$ cat src/design/gpb_pkg.sv
// Constants, register map and helpers for the parallel I/O bank.
// Assumes a 16-bit register file reached through a 32-bit AXI4-Lite slave.
package gpb_pkg;
  localparam int          DATA_W      = 16;
  localparam int          AXI_ADDR_W  = 18;
  localparam int          IDX_W       = 16;
  localparam int          NUM_PINS    = 32;
  localparam int          HIGH_EN_W   = 14;
  // Register indices; byte address is four times the index
  localparam logic [15:0] IDX_EN_LOW   = 16'h4400;
  localparam logic [15:0] IDX_DIR_LOW  = 16'h4401;
  localparam logic [15:0] IDX_DATA_LOW = 16'h4402;
  localparam logic [15:0] IDX_EN_MID   = 16'h4403;
  localparam logic [15:0] IDX_DIR_MID  = 16'h4404;
  localparam logic [15:0] IDX_DATA_MID = 16'h4405;
  localparam logic [15:0] IDX_EN_HIGH  = 16'h4406;
  localparam logic [15:0] RST_ENABLE    = 16'h0000;
  localparam logic [15:0] RST_DIRECTION = 16'h0000;
  localparam logic [1:0]  RESP_OKAY   = 2'h0;
  localparam logic [1:0]  RESP_SLVERR = 2'h2;
  localparam logic [15:0] UPPER_ZERO  = 16'h0000;

  // Byte-lane merge of a write into a 16-bit register
  function automatic logic [15:0] gpb_merge(
    input logic [15:0] cur,
    input logic [15:0] wval,
    input logic [1:0]  strb);
    logic [15:0] mask;
    mask = {{8{strb[1]}}, {8{strb[0]}}};
    return (cur & ~mask) | (wval & mask);
  endfunction
endpackage

$ cat src/design/gpb_wr_if.sv
// Write port shared by the register slices of the I/O bank.
// Assumes one source drives data and byte strobes for all slices.
`timescale 1ns/1ns
interface gpb_wr_if;
  logic [15:0] data;
  logic [1:0]  strb;
  modport src  (output data, output strb);
  modport bank (input data, input strb);
endinterface

$ cat src/design/gpb_pin_cell.sv
// One shared pin: input synchroniser and registered output driver.
// Assumes the pad resolves the wire from pin_out and pin_oe_n.
`timescale 1ns/1ns
module gpb_pin_cell (
  input  wire logic aclk,
  input  wire logic aresetn,
  input  wire logic pin_in,
  input  wire logic enable,
  input  wire logic direction,
  input  wire logic drive_level,
  input  wire logic bus_owned,
  output logic      level,
  output logic      pin_out,
  output logic      pin_oe_n
);
  logic meta_reg;
  logic level_reg;
  logic drive_on;

  // Drive only when enabled, an output, and not owned by the bus
  assign drive_on = enable & direction & ~bus_owned;
  assign level    = level_reg;

  // Data path only; follows the pin during reset as well
  always_ff @(posedge aclk) begin
    meta_reg  <= pin_in;
    level_reg <= meta_reg;
  end

  always_ff @(posedge aclk) begin
    if (!aresetn) begin
      pin_out  <= 1'b0;
      pin_oe_n <= 1'b1;
    end else begin
      pin_out  <= drive_level;
      pin_oe_n <= ~drive_on;
    end
  end
endmodule

$ cat src/design/gpb_reg16.sv
// 16-bit read/write control register slice with byte strobes.
// Assumes sel is a one-cycle write commit from the bus slave.
`timescale 1ns/1ns
module gpb_reg16
  import gpb_pkg::*;
#(
  parameter logic [15:0] RESET_VALUE = 16'h0000
) (
  input  wire logic  aclk,
  input  wire logic  aresetn,
  gpb_wr_if.bank     wr,
  input  wire logic  sel,
  output logic [15:0] q
);
  always_ff @(posedge aclk) begin
    if (!aresetn) begin
      q <= RESET_VALUE;
    end else if (sel) begin
      q <= gpb_merge(q, wr.data, wr.strb);
    end
  end
endmodule

$ cat src/design/gpb_parallel_gpio_bank.sv
// Top of the parallel I/O bank: AXI4-Lite slave, register file, pin cells.
// Assumes bus_owned comes from logic on aclk; pin_in is asynchronous.
//
// Design decision made here: the AXI4-Lite register port.
`timescale 1ns/1ns
// How it works
// - Input pin: data bit reads 0 for low pin, 1 for high pin.
// - Output pin: written data bit 0 drives low, 1 drives high.
// - Enable bit 0: function off, pin left undriven.
// - Enable bit 1: pin follows its direction and data bits.
// - Direction 0 makes the pin an input, 1 an output.
// - Enable and direction bits read back, writable, reset to 0.
// - After reset each data bit holds its pin's level.
// - Low data register bits 0-15 map to pins 0-15.
// - Mid registers bits 0-15 map to pins 16-31.
// - A pin owned by memory or host port is never taken by enable.
module gpb_parallel_gpio_bank
  import gpb_pkg::*;
(
  input  wire logic                  aclk,
  input  wire logic                  aresetn,
  input  wire logic [AXI_ADDR_W-1:0] s_axi_awaddr,
  input  wire logic [2:0]            s_axi_awprot,
  input  wire logic                  s_axi_awvalid,
  output logic                       s_axi_awready,
  input  wire logic [31:0]           s_axi_wdata,
  input  wire logic [3:0]            s_axi_wstrb,
  input  wire logic                  s_axi_wvalid,
  output logic                       s_axi_wready,
  output logic [1:0]                 s_axi_bresp,
  output logic                       s_axi_bvalid,
  input  wire logic                  s_axi_bready,
  input  wire logic [AXI_ADDR_W-1:0] s_axi_araddr,
  input  wire logic [2:0]            s_axi_arprot,
  input  wire logic                  s_axi_arvalid,
  output logic                       s_axi_arready,
  output logic [31:0]                s_axi_rdata,
  output logic [1:0]                 s_axi_rresp,
  output logic                       s_axi_rvalid,
  input  wire logic                  s_axi_rready,
  input  wire logic [NUM_PINS-1:0]   pin_in,
  input  wire logic [NUM_PINS-1:0]   bus_owned,
  output logic [NUM_PINS-1:0]        pin_out,
  output logic [NUM_PINS-1:0]        pin_oe_n,
  output logic [HIGH_EN_W-1:0]       high_pin_enable
);
  // Write channel state
  logic                  aw_held_reg;
  logic                  aw_held_next;
  logic [AXI_ADDR_W-1:0] aw_addr_reg;
  logic                  w_held_reg;
  logic                  w_held_next;
  logic [15:0]           w_data_reg;
  logic [1:0]            w_strb_reg;
  logic                  awready_reg;
  logic                  awready_next;
  logic                  wready_reg;
  logic                  wready_next;
  logic                  bvalid_reg;
  logic                  bvalid_next;
  logic [1:0]            bresp_reg;
  // Read channel state
  logic                  ar_held_reg;
  logic                  ar_held_next;
  logic [AXI_ADDR_W-1:0] ar_addr_reg;
  logic                  arready_reg;
  logic                  arready_next;
  logic                  rvalid_reg;
  logic                  rvalid_next;
  logic [15:0]           rdata_reg;
  logic [1:0]            rresp_reg;
  // Handshakes and decode
  logic                  aw_fire;
  logic                  w_fire;
  logic                  ar_fire;
  logic                  wr_commit;
  logic                  rd_commit;
  logic [IDX_W-1:0]      wr_idx;
  logic [IDX_W-1:0]      rd_idx;
  logic                  wr_mapped;
  logic                  rd_mapped;
  logic [15:0]           rd_value;
  // Register file
  logic [15:0]           en_low;
  logic [15:0]           dir_low;
  logic [15:0]           en_mid;
  logic [15:0]           dir_mid;
  logic [15:0]           en_high;
  logic [15:0]           data_low_reg;
  logic [15:0]           data_low_next;
  logic [15:0]           data_mid_reg;
  logic [15:0]           data_mid_next;
  logic [15:0]           data_low_view;
  logic [15:0]           data_mid_view;
  logic [NUM_PINS-1:0]   level;
  logic [NUM_PINS-1:0]   en_all;
  logic [NUM_PINS-1:0]   dir_all;
  logic [NUM_PINS-1:0]   data_all;
  logic                  sel_en_low;
  logic                  sel_dir_low;
  logic                  sel_data_low;
  logic                  sel_en_mid;
  logic                  sel_dir_mid;
  logic                  sel_data_mid;
  logic                  sel_en_high;

  gpb_wr_if wr_bus ();

  function automatic logic gpb_hit(
    input logic [IDX_W-1:0] idx,
    input logic [IDX_W-1:0] target);
    return idx == target;
  endfunction

  // Input bits mirror the pin; output bits keep what software wrote
  function automatic logic [15:0] gpb_data_next(
    input logic [15:0] cur,
    input logic [15:0] wval,
    input logic [1:0]  strb,
    input logic        sel,
    input logic [15:0] dir,
    input logic [15:0] pin_level);
    logic [15:0] stored;
    stored = sel ? gpb_merge(cur, wval, strb) : cur;
    return (stored & dir) | (pin_level & ~dir);
  endfunction

  // AXI handshakes
  assign aw_fire   = s_axi_awvalid & awready_reg;
  assign w_fire    = s_axi_wvalid & wready_reg;
  assign ar_fire   = s_axi_arvalid & arready_reg;
  assign wr_commit = aw_held_reg & w_held_reg & ~bvalid_reg;
  assign rd_commit = ar_held_reg;

  assign aw_held_next = aw_fire | (aw_held_reg & ~wr_commit);
  assign w_held_next  = w_fire | (w_held_reg & ~wr_commit);
  assign bvalid_next  = wr_commit | (bvalid_reg & ~s_axi_bready);
  assign awready_next = ~aw_held_next & ~bvalid_next;
  assign wready_next  = ~w_held_next & ~bvalid_next;
  assign ar_held_next = ar_fire | (ar_held_reg & ~rd_commit);
  assign rvalid_next  = rd_commit | (rvalid_reg & ~s_axi_rready);
  assign arready_next = ~ar_held_next & ~rvalid_next;

  // Address decode
  assign wr_idx = aw_addr_reg[AXI_ADDR_W-1:2];
  assign rd_idx = ar_addr_reg[AXI_ADDR_W-1:2];

  assign sel_en_low   = wr_commit & gpb_hit(wr_idx, IDX_EN_LOW);
  assign sel_dir_low  = wr_commit & gpb_hit(wr_idx, IDX_DIR_LOW);
  assign sel_data_low = wr_commit & gpb_hit(wr_idx, IDX_DATA_LOW);
  assign sel_en_mid   = wr_commit & gpb_hit(wr_idx, IDX_EN_MID);
  assign sel_dir_mid  = wr_commit & gpb_hit(wr_idx, IDX_DIR_MID);
  assign sel_data_mid = wr_commit & gpb_hit(wr_idx, IDX_DATA_MID);
  assign sel_en_high  = wr_commit & gpb_hit(wr_idx, IDX_EN_HIGH);

  assign wr_mapped = gpb_hit(wr_idx, IDX_EN_LOW)
                   | gpb_hit(wr_idx, IDX_DIR_LOW)
                   | gpb_hit(wr_idx, IDX_DATA_LOW)
                   | gpb_hit(wr_idx, IDX_EN_MID)
                   | gpb_hit(wr_idx, IDX_DIR_MID)
                   | gpb_hit(wr_idx, IDX_DATA_MID)
                   | gpb_hit(wr_idx, IDX_EN_HIGH);

  assign rd_mapped = gpb_hit(rd_idx, IDX_EN_LOW)
                   | gpb_hit(rd_idx, IDX_DIR_LOW)
                   | gpb_hit(rd_idx, IDX_DATA_LOW)
                   | gpb_hit(rd_idx, IDX_EN_MID)
                   | gpb_hit(rd_idx, IDX_DIR_MID)
                   | gpb_hit(rd_idx, IDX_DATA_MID)
                   | gpb_hit(rd_idx, IDX_EN_HIGH);

  // Data bits seen by software: pin level for inputs
  assign data_low_view = (data_low_reg & dir_low)
                       | (level[15:0] & ~dir_low);
  assign data_mid_view = (data_mid_reg & dir_mid)
                       | (level[31:16] & ~dir_mid);

  assign rd_value =
    gpb_hit(rd_idx, IDX_EN_LOW)   ? en_low        :
    gpb_hit(rd_idx, IDX_DIR_LOW)  ? dir_low       :
    gpb_hit(rd_idx, IDX_DATA_LOW) ? data_low_view :
    gpb_hit(rd_idx, IDX_EN_MID)   ? en_mid        :
    gpb_hit(rd_idx, IDX_DIR_MID)  ? dir_mid       :
    gpb_hit(rd_idx, IDX_DATA_MID) ? data_mid_view :
    gpb_hit(rd_idx, IDX_EN_HIGH)  ? en_high       : UPPER_ZERO;

  always_ff @(posedge aclk) begin
    if (!aresetn) begin
      aw_held_reg <= 1'b0;
      w_held_reg  <= 1'b0;
      awready_reg <= 1'b0;
      wready_reg  <= 1'b0;
      bvalid_reg  <= 1'b0;
      bresp_reg   <= RESP_OKAY;
    end else begin
      aw_held_reg <= aw_held_next;
      w_held_reg  <= w_held_next;
      awready_reg <= awready_next;
      wready_reg  <= wready_next;
      bvalid_reg  <= bvalid_next;
      if (wr_commit) begin
        bresp_reg <= wr_mapped ? RESP_OKAY : RESP_SLVERR;
      end
    end
  end

  always_ff @(posedge aclk) begin
    if (aw_fire) begin
      aw_addr_reg <= s_axi_awaddr;
    end
    if (w_fire) begin
      w_data_reg <= s_axi_wdata[15:0];
      w_strb_reg <= s_axi_wstrb[1:0];
    end
    if (ar_fire) begin
      ar_addr_reg <= s_axi_araddr;
    end
  end

  always_ff @(posedge aclk) begin
    if (!aresetn) begin
      ar_held_reg <= 1'b0;
      arready_reg <= 1'b0;
      rvalid_reg  <= 1'b0;
      rdata_reg   <= UPPER_ZERO;
      rresp_reg   <= RESP_OKAY;
    end else begin
      ar_held_reg <= ar_held_next;
      arready_reg <= arready_next;
      rvalid_reg  <= rvalid_next;
      if (rd_commit) begin
        rdata_reg <= rd_value;
        rresp_reg <= rd_mapped ? RESP_OKAY : RESP_SLVERR;
      end
    end
  end

  assign s_axi_awready = awready_reg;
  assign s_axi_wready  = wready_reg;
  assign s_axi_bvalid  = bvalid_reg;
  assign s_axi_bresp   = bresp_reg;
  assign s_axi_arready = arready_reg;
  assign s_axi_rvalid  = rvalid_reg;
  assign s_axi_rresp   = rresp_reg;
  assign s_axi_rdata   = {UPPER_ZERO, rdata_reg};

  // Control register slices
  assign wr_bus.data = w_data_reg;
  assign wr_bus.strb = w_strb_reg;

  gpb_reg16 #(.RESET_VALUE(RST_ENABLE)) u_en_low (
    .aclk    (aclk),
    .aresetn (aresetn),
    .wr      (wr_bus),
    .sel     (sel_en_low),
    .q       (en_low)
  );
  gpb_reg16 #(.RESET_VALUE(RST_DIRECTION)) u_dir_low (
    .aclk    (aclk),
    .aresetn (aresetn),
    .wr      (wr_bus),
    .sel     (sel_dir_low),
    .q       (dir_low)
  );
  gpb_reg16 #(.RESET_VALUE(RST_ENABLE)) u_en_mid (
    .aclk    (aclk),
    .aresetn (aresetn),
    .wr      (wr_bus),
    .sel     (sel_en_mid),
    .q       (en_mid)
  );
  gpb_reg16 #(.RESET_VALUE(RST_DIRECTION)) u_dir_mid (
    .aclk    (aclk),
    .aresetn (aresetn),
    .wr      (wr_bus),
    .sel     (sel_dir_mid),
    .q       (dir_mid)
  );
  gpb_reg16 #(.RESET_VALUE(RST_ENABLE)) u_en_high (
    .aclk    (aclk),
    .aresetn (aresetn),
    .wr      (wr_bus),
    .sel     (sel_en_high),
    .q       (en_high)
  );

  assign high_pin_enable = en_high[HIGH_EN_W-1:0];

  // Data registers take the pin level while in reset
  assign data_low_next = gpb_data_next(data_low_reg, w_data_reg, w_strb_reg,
                                       sel_data_low, dir_low, level[15:0]);
  assign data_mid_next = gpb_data_next(data_mid_reg, w_data_reg, w_strb_reg,
                                       sel_data_mid, dir_mid, level[31:16]);

  always_ff @(posedge aclk) begin
    if (!aresetn) begin
      data_low_reg <= level[15:0];
      data_mid_reg <= level[31:16];
    end else begin
      data_low_reg <= data_low_next;
      data_mid_reg <= data_mid_next;
    end
  end

  // Pin cells: low registers feed pins 0-15, mid registers 16-31
  assign en_all   = {en_mid, en_low};
  assign dir_all  = {dir_mid, dir_low};
  assign data_all = {data_mid_reg, data_low_reg};

  for (genvar i = 0; i < NUM_PINS; i++) begin : g_pin
    gpb_pin_cell u_cell (
      .aclk        (aclk),
      .aresetn     (aresetn),
      .pin_in      (pin_in[i]),
      .enable      (en_all[i]),
      .direction   (dir_all[i]),
      .drive_level (data_all[i]),
      .bus_owned   (bus_owned[i]),
      .level       (level[i]),
      .pin_out     (pin_out[i]),
      .pin_oe_n    (pin_oe_n[i])
    );
  end
endmodule

$ cat config.mk
export PLATFORM = sky130hd
export DESIGN_NAME = gpb_parallel_gpio_bank
export DESIGN_NICKNAME = d
export VERILOG_FILES = /design/src/design/gpb_pkg.sv /design/src/design/gpb_wr_if.sv /design/src/design/gpb_pin_cell.sv /design/src/design/gpb_reg16.sv /design/src/design/gpb_parallel_gpio_bank.sv
export SDC_FILE = /design/constraint.sdc
export NUM_CORES = 1
export LEC_CHECK = 0
export BUFFER_PORTS_ARGS = -buffer_cell sky130_fd_sc_hd__clkbuf_2
export CORE_AREA = 2 2 191 193
export DETAILED_ROUTE_END_ITERATION = 8
export DIE_AREA = 0 0 193 195
export REMOVE_ABC_BUFFERS = 1
export SYNTH_ARGS = -nofsm -noshare
export SYNTH_HDL_FRONTEND = slang
export SYNTH_SLANG_ARGS = --single-unit
$ cat constraint.sdc
create_clock -name aclk -period 2.5 [get_ports aclk]
set_input_delay 0.5 -clock aclk [delete_from_list [all_inputs] [get_ports aclk]]
set_output_delay 0.5 -clock aclk [all_outputs]
set_load 0.1 [all_outputs]
======== Word level (Yosys, flattened, before mapping) ========
Cells that the tools add are included.
cells by class
  eq/ne operators ......................... 14
  muxes and demuxes ....................... 13
  bitwise gates (word level) .............. 200
operators by type and width
  cell                                                   count
  bitwise AND 16 bit                                     14
  equality test 16 x 15 -> 1 bit, second input constant  14
  two-way mux 16 bit                                     11
  OR 16 bit                                              11
  bitwise AND 1 bit                                      83
  NOT 1 bit                                              73
  NOT 16 bit                                             3
  OR 1 bit                                               16
  two-way mux 2 bit                                      2
storage, ports and cells
  register bits after elaboration ......... 322
  input bits .............................. 149
  output and inout port bits .............. 119
  word-level logic and storage cells ...... 377

======== Depth between registers and ports, before layout ========
Gate-level depths: netlist of the first run.
  depth after elaboration ................. 9
  gate-level depth with buffers ........... 9
  gate-level depth less buffers ........... 5

======== By module ========
Synthesis of the first run repeated with hierarchy kept, for this count alone.
second synthesis, totals
  cells, all modules ...................... 1124
  area total of the unflattened synthesis .. 12284.3 µm²
by module, submodules not included
  module                  instances  cells an instance  area an instance (µm²)  seq. area each (µm²)
  gpb_parallel_gpio_bank  1          557                5688.0                  2982.9
  gpb_reg16               5          75                 710.7                   320.3
  gpb_pin_cell            32         6                  95.1                    80.1

======== Worst setup path before layout of the first run ========
Ideal clock, no wire load.
  path type ............................... reg-to-reg
  start point ............................. reg bvalid_reg (netlist: s_axi_bvalid)
  end point ............................... reg (tool-made name)
  library setup time ...................... 0.293 ns
  data arrival time ....................... 2.323 ns
  path slack .............................. -0.115 ns
  stages on the path, launching flop included .. 8
  buffers on the path ..................... 2
  cell sequence ........................... dfxtp_1 > nand2b_1 > or3b_2 > or3_1 > clkbuf_1 > and2_1 > clkbuf_1 > nand2_1
RTL lines
  element                   line                           source
  start: declaration        gpb_parallel_gpio_bank.sv:59   logic bvalid_reg;
  start signal: assignment  gpb_parallel_gpio_bank.sv:200  bvalid_reg <= bvalid_next;

==> results of run 1 <==
## per-stage QoR
stage	util	power, mW
CTS	0.414	11.6
finish	0.415	11.4
floorplan	-	6.10
global placement	0.382	6.39
global route	0.415	11.8
detailed placement	0.382	6.40
## cell families (layout without fill, tap and decap cells)
group / count (synthesis) / in the layout / share of synthesized area
AOI/OAI and AO/OA: 173 / 173 / 0.0872
and+or+nand+nor: 394 / 394 / 0.172
buffers and inverters: 166 / 335 / 0.0825
DFF: 316 / 316 / 0.578
muxes: 95 / 95 / 0.0800
other: 1 / 18 / 0.000303
## area by class of cell
type | count | share of cell area
Multi-Input combinational cell | 680 | 0.293
Clock buffer | 51 | 0.0701
Timing Repair Buffer | 264 | 0.100
Tap cell | 461 | 0.0393
Inverter | 7 | 0.00179
Clock inverter | 13 | 0.00827
Sequential cell | 316 | 0.487
## worst min-delay path by stage
stage,end,slack (ns),cells past startpoint
after floorplan,g_pin[0].u_cell.level$_DFF_P_,0.31,0
after global placement,g_pin[17].u_cell.level$_DFF_P_,0.31,0
after detailed placement,g_pin[21].u_cell.level$_DFF_P_,0.31,0
after CTS,g_pin[17].u_cell.meta_reg$_DFF_P_,0.05,1
after global routing,g_pin[20].u_cell.meta_reg$_DFF_P_,0.06,1
final,g_pin[17].u_cell.meta_reg$_DFF_P_,0.07,1
## power groups by stage
stage	clock network [mW]	logic, mW	registers, mW
final	5.13	0.781	5.50
after global routing	5.45	0.825	5.52
after CTS	5.27	0.786	5.50
after detailed placement	0	0.784	5.61
after global placement	0	0.780	5.61
after floorplan	0	0.259	5.84
## critical path: stages (launching register included)
cell,delay [ns]
edfxtp_1,0.38
nor4b_2,0.41
nand3_2,0.23
or4_1,0.53
and2_1,0.35
nand2_1,0.16
## synth_stat cells (all sizes together), types with 27 or more instances
cell    instances  share of area
dfxtp         234           0.38
and2           40          0.020
buf           116          0.067
o21ai          68          0.028
nand3          73          0.030
nand4b         31          0.022
mux2i          65          0.053
nor2           27         0.0082
edfxtp         82           0.20
a21oi          37          0.015
clkbuf         43          0.013
mux2           30          0.027
nand2         154          0.047
## metal layers
metal / GRT usage / wire length (um) / up-vias
li1: - / - / 4285
met1: 0.231 / 14900 / 4248
met2: 0.300 / 16300 / 310
met3: 0.0383 / 2200 / 66
met4: 0.0626 / 969 / 4
met5: 0 / 23 / -
==> impl_metrics.ini, run 1 <==
[grt]
grt_max_degree = 76
overflow = 0
grt_pass1_vias = 8818
grt_use_total = 0.180
grt_first_pass_wirelength_mm = 51.0
grt_antenna_before_repair = 2

[drt]
ant_nets = 0
drt-pass1-iter-count = 5
via_per_inst = 4.97
num_vias = 8913
routed_wl_mm = 34.4
drc_errors = 0
wl_per_cell_um = 19.2
drt_iter0_drc = 534

[timing]
fin_ws_ns = 0.130
grt_setup_unrepaired = no
tightest_slew_ns = 0.961
post-route-min-period_ns = 2.37
max_freq_mhz = 422
fin_tns_setup_ns = 0
hold_viol_final = 0
slew_headroom = 0.358
fin_crit_sh = 0.948
maxSlewViolCount = 0
setup_viol = 0
timing.hold.ws_ns = 0.0717
finClkSkew_ns = 0.0226

[die]
chipHeight_um = 195
core_mm2 = 0.0354
die_w_um = 193
top_level_ports = 268
rows = 69
start_util = 0.349
dieArea_mm2 = 0.0376

[status]
status = finished clean

[min_path]
hp-class = input pin to flop
hp-start = pin_in[17]

[power]
p_int_mw = 8.67
power_switching_mw = 2.75
clkPwrFrac = 0.450
comb_power_share = 0.068
switching_share = 0.241
p_per_area_mw_per_mm2 = 778
leakage_nw = 5.89
peakVddDrop_mv = 0.532
p_seq_frac = 0.482

[worst_setup_path]
r2r_slack_ns = 0.13
crit_start = aw_addr_reg[8]$_DFFE_PP_
crit_path_end_kind = flop
r2r_start = aw_addr_reg[8]$_DFFE_PP_
cp_max_fo = 8
crit_required_ns = 2.73
startpoint_type = flop
worstSetupPathType = flop to flop
worstPathArrival_ns = 2.60
rr_worst_depth = 5

[clock_network]
clk_pin_slew_worst_paths_ns = 0.06
ctsHoldBuffers = 0
h-tree-depth = 2
cts_tree = built
numCtsBuffers = 36
cts_setup_buffers = 0
cts-root-buf = clkbuf_16
clkLatencyLatePin_ns = 0.53
cts_sinks = 316
clockBufferDepth = 3
cts-resized-gates = 0

[layout]
final_common_cell = dfxtp_1
multi_input_area_mm2 = 0.00430
drive_gt1_frac = 0.274
final_cells = 1792
design_area_mm2 = 0.0147
nets = 1454
final_cell_mix = dfxtp_1 (233), clkbuf_2 (220), nand2_1 (153)
ff_latch_area_mm2 = 0.00715
areaGrowthSynthToFinish_pct = 18.7
diodes = 0
n_fill_cell = 3403

[synthesis]
synth_area_mm2 = 0.0124
synth_area_per_cell_um2 = 10.8
yosys_warnings = 0
synth_edf_count = 82
syn_inst = 1145
synth_top_flop_cell = dfxtp_1
ys_seq_elements = 316
ys_types = 51
async_flop_share = 0
yosysSeqAreaShare = 0.578

[placed_design]
dp.cells = 1728
io_buffers = 221
placed_area_mm2 = 0.0135
hpwl_mm = 23.3
gp_congestion = 0.817
pre_cts_ws_ns = 0.101

[flow_run]
maxCapViolCount = 0
(Power assumes the default switching activity.)
==> run 2, diff against run 1 <==
--- a/config.mk
+++ b/config.mk
@@ -5,11 +5,12 @@
 export SDC_FILE = /design/constraint.sdc
 export NUM_CORES = 1
 export LEC_CHECK = 0
-export BUFFER_PORTS_ARGS = -buffer_cell sky130_fd_sc_hd__clkbuf_2
+export BUFFER_PORTS_ARGS = -buffer_cell sky130_fd_sc_hd__buf_2
 export CORE_AREA = 2 2 191 193
 export DETAILED_ROUTE_END_ITERATION = 8
 export DIE_AREA = 0 0 193 195
 export REMOVE_ABC_BUFFERS = 1
+export SKIP_CTS_REPAIR_TIMING = 1
 export SYNTH_ARGS = -nofsm -noshare
 export SYNTH_HDL_FRONTEND = slang
 export SYNTH_SLANG_ARGS = --single-unit
==> run 2 against run 1 <==
  * Fmax increased by 3.0%
  * Via count increased by 0.44%
  * Sequential power hardly changed
  * Global-route usage increased by 0.15 points
  * Register-to-register slack better by 0.07 ns
  * Sequential share of layout area fell by 0.13 points
  * Clock-buffer cell count increased by 2
  * Sequential cell count unchanged
==> impl_metrics.ini, run 2 (synthesis gave the netlist of run 1 again) <==
[placed_design]
hpwl_mm = 23.9
io_buffers = 221
gp_congestion = 0.851
pre_cts_ws_ns = 0.121

[power]
leakage_nw = 5.90
peakVddDrop_mv = 0.561
p_per_area_mw_per_mm2 = 779

[flow_run]
maxCapViolCount = 0

[clock_network]
numCtsBuffers = 36
cts-root-buf = clkbuf_16
cts_tree = built
clk_pin_slew_worst_paths_ns = 0.06
cts_sinks = 316
clkLatencyLatePin_ns = 0.53
clockBufferDepth = 3
h-tree-depth = 2

[grt]
grt_use_total = 0.182
busiest_layer = met2
grt_antenna_before_repair = 3
grt_use_met3 = 0.0386
overflow = 0
grt_first_pass_wirelength_mm = 51.4
grt_pass1_vias = 8742
use_met1 = 0.232
grt_max_degree = 68
grt_use_met2 = 0.305

[timing]
finClkSkew_ns = 0.0118
setup_viol = 0
fin_crit_sh = 0.921
timing.hold.ws_ns = 0.0723
post-route-min-period_ns = 2.30
grt_setup_unrepaired = no
hold_viol_final = 0
tightest_slew_ns = 0.926
max_freq_mhz = 434
maxSlewViolCount = 0
slew_headroom = 0.382
fin_ws_ns = 0.198

[drt]
wl_per_cell_um = 19.4
routed_wl_mm = 34.8
drt-pass1-iter-count = 5
drc_errors = 0
ant_nets = 0
via_per_inst = 4.98
drt_iter0_drc = 523
num_vias = 8952

[worst_setup_path]
crit_path_end_kind = flop
r2r_start = aw_addr_reg[7]$_DFFE_PP_
worstPathArrival_ns = 2.54
startpoint_type = flop
cp_max_fo = 8
worstSetupPathType = flop to flop
crit_required_ns = 2.74
crit_start = aw_addr_reg[7]$_DFFE_PP_

[layout]
n_fill_cell = 3453
final_cell_mix = dfxtp_1 (233), buf_2 (220), nand2_1 (153)
areaGrowthSynthToFinish_pct = 19.1
nets = 1457
drive_gt1_frac = 0.274
multi_input_area_mm2 = 0.00430
ff_latch_area_mm2 = 0.00715
final_common_cell = dfxtp_1

[die]
top_level_ports = 268
dieArea_mm2 = 0.0376
rows = 69
core_mm2 = 0.0354
start_util = 0.349
die_w_um = 193
chipHeight_um = 195

[min_path]
hp-class = input pin to flop
hp-start = pin_in[23]

[status]
status = finished clean
-- run 2: layout make-up --
class / count / share of cell area
diodes: 1 / 0.000170
clock inverters: 11 / 0.00553
clock buffers: 53 / 0.0735
well taps: 461 / 0.0392
inverters: 7 / 0.00179
repair buffers: 267 / 0.102
multi-input cells: 680 / 0.292
flip-flops and latches: 316 / 0.486
-- run 2: final timing paths --
kind,to,slack (ns),cells past startpoint
worst min-delay path,g_pin[23].u_cell.meta_reg$_DFF_P_,0.07,1
worst max register to register,flop,0.20,6
worst min register to register,g_pin[17].u_cell.level$_DFF_P_,0.32,0
worst max-delay path,flop,0.20,6
-- run 2: worst max-delay path, cell delays in order, from the launching register on --
cell      delay [ns]
edfxtp_1        0.36
nor4_1          0.31
buf_4           0.18
nand3_2         0.13
or4_1           0.56
and2_1          0.33
nand2_1         0.15
-- run 2: report_power, final --
| part | total (mW) | switching (mW) | internal [mW] |
|---|---|---|---|
| registers | 5.51 | 0.0921 | 5.41 |
| clock network | 5.17 | 2.06 | 3.10 |
| logic | 0.784 | 0.597 | 0.187 |
-- run 2: metrics by stage --
stage	TNS, ns	utilization	power [mW]	std cells	instance area (um^2)
floorplan	-6.60	-	6.10	1003	11400
detailed placement	0	0.382	6.40	1731	13500
finish	0	0.416	11.5	1796	14700
global route	0	0.416	11.9	1796	14700
global placement	0	0.382	6.39	1731	13500
CTS	0	0.415	11.6	1795	14700
-- run 2: metal layers --
layer / up-vias / share of wire
met2: 343 / 0.48
li1: 4292 / -
met3: 75 / 0.075
met4: 4 / 0.028
met5: - / 0.00063
met1: 4238 / 0.42
==> run 3, diff against run 2 <==
--- a/config.mk
+++ b/config.mk
@@ -6,9 +6,10 @@
 export NUM_CORES = 1
 export LEC_CHECK = 0
 export BUFFER_PORTS_ARGS = -buffer_cell sky130_fd_sc_hd__buf_2
-export CORE_AREA = 2 2 191 193
+export CAP_MARGIN = 20
+export CORE_AREA = 3 3 192 194
 export DETAILED_ROUTE_END_ITERATION = 8
-export DIE_AREA = 0 0 193 195
+export DIE_AREA = 0 0 195 197
 export REMOVE_ABC_BUFFERS = 1
 export SKIP_CTS_REPAIR_TIMING = 1
 export SYNTH_ARGS = -nofsm -noshare
==> constraint.sdc (replaced) <==
create_clock -name aclk -period 2.4 [get_ports aclk]
set_input_delay 0.48 -clock aclk [delete_from_list [all_inputs] [get_ports aclk]]
set_output_delay 0.48 -clock aclk [all_outputs]
set_load 0.1 [all_outputs]
==> run 3 against run 2 <==
  * Combinational power increased by 5.0%
  * Global-route usage fell by 0.70 points
  * Register-to-register slack lost 0.03 ns
  * Clock skew is 0.0019 ns higher
  * Hold slack got worse by 0.040 ns
  * Sequential power grew 4.0%
  * Via count fell by 0.39%
  * Largest power group is now the clock network
  * Setup slack worse by 0.031 ns
  * Sequential cell count is the same
  * Fmax rose by 3.1%
==> impl_metrics.ini, run 3 (synthesis gave the netlist of run 1 again) <==
[drt]
wl_per_cell_um = 19.2
num_vias = 8917
drt-pass1-iter-count = 4
drc_errors = 0
ant_nets = 0
via_per_inst = 4.96
drt_iter0_drc = 522
routed_wl_mm = 34.6

[clock_network]
clkLatencyLatePin_ns = 0.55
numCtsBuffers = 37
clockBufferDepth = 3
cts_sinks = 316
clk_pin_slew_worst_paths_ns = 0.06
cts-root-buf = clkbuf_16
cts_tree = built
h-tree-depth = 2

[worst_setup_path]
path_cells = nor4b_2 > nand3_2 > or4_1 > and2_2 > nand2_1
r2r_start = aw_addr_reg[11]$_DFFE_PP_
cp_slowest_cell = or4_1
worst-path-stages = 5
cp_top_family = simple AND/OR/NAND/NOR gates
startpoint_type = flop
worstPathArrival_ns = 2.49
rr_worst_depth = 5
worstSetupPathType = flop to flop
crit_required_ns = 2.66
cp_max_fo = 8
crit_path_end_kind = flop
max_stage_delay_ns = 0.56
path_buf_inv = 0
crit_start = aw_addr_reg[11]$_DFFE_PP_

[min_path]
min_path_cells = 1
hp-class = input pin to flop
hp-start = pin_in[24]

[timing]
slew_headroom = 0.453
hold_viol_final = 0
grt_setup_unrepaired = no
maxSlewViolCount = 0
finClkSkew_ns = 0.0137
fin_crit_sh = 0.930
max_freq_mhz = 448
timing.hold.ws_ns = 0.0320
post-route-min-period_ns = 2.23
fin_tns_setup_ns = 0
setup_viol = 0
tightest_slew_ns = 0.821

[grt]
overflow = 0
grt_pass1_vias = 8777
grt_first_pass_wirelength_mm = 51.9
grt_max_degree = 65
grt_antenna_before_repair = 4
grt_use_total = 0.175

[power]
leakage_nw = 5.97
p_per_area_mw_per_mm2 = 830
peakVddDrop_mv = 0.590
finalPower_mw = 12.4

[flow_run]
maxCapViolCount = 0

[placed_design]
io_buffers = 221
gp_congestion = 0.848
placed_area_mm2 = 0.0136
dp.cells = 1729
hpwl_mm = 23.3

[layout]
design_area_mm2 = 0.0149
drive_gt1_frac = 0.286
areaGrowthSynthToFinish_pct = 20.5
final_common_cell = dfxtp_1
final_cells = 1799
final_cell_mix = dfxtp_1 (233), buf_2 (220), nand2_1 (153)
nets = 1458

[die]
dieArea_mm2 = 0.0384
core_mm2 = 0.0354
die_w_um = 195
rows = 69
top_level_ports = 268
chipHeight_um = 197
start_util = 0.349

[status]
status = finished clean
run 3: worst paths after layout:
path                                       endpoint  slack [ns]
setup / recovery                               flop        0.17
hold / removal    g_pin[24].u_cell.meta_reg$_DFF_P_        0.03
setup reg to reg                               flop        0.17
hold reg to reg      g_pin[27].u_cell.level$_DFF_P_        0.32
run 3: area by class of cell:
| class | instances | area [um^2] |
|---|---|---|
| multi-input cells | 680 | 4300 |
| fillers | 3416 | 20500 |
| flip-flops and latches | 316 | 7150 |
| diodes | 1 | 2.50 |
| well taps | 461 | 577 |
| inverters | 7 | 26.3 |
| clock buffers | 47 | 1050 |
| repair buffers | 267 | 1570 |
| clock inverters | 20 | 228 |
run 3: worst register-to-register path, delay by kind of cell, from the launching register on:
kind          cells  cell delay [ns]
simple gates      5             1.57
flops             1             0.39
run 3: layer usage:
layer | vias to the layer above | track usage | part of all wire
met2 | 298 | 0.290 | 0.47
met3 | 74 | 0.0432 | 0.067
met5 | - | 0 | 0.0012
met4 | 6 | 0.0636 | 0.030
met1 | 4239 | 0.223 | 0.43
li1 | 4300 | - | -
run 3: power by group:
| part | total, mW | leakage, nW | switching, mW | internal, mW |
|---|---|---|---|---|
| clock network | 5.81 | 0.622 | 2.34 | 3.47 |
| registers | 5.73 | 2.72 | 0.0893 | 5.64 |
| logic | 0.823 | 2.62 | 0.626 | 0.198 |
| total | 12.4 | 5.97 | 3.06 | 9.30 |
run 3: per-stage QoR:
stage	utilization	worst slack, ns
after global placement	0.384	0.0778
final	0.421	0.167
after floorplan	-	-0.466
after detailed placement	0.384	0.0736
after CTS	0.420	0.0491
after global routing	0.421	0.0170
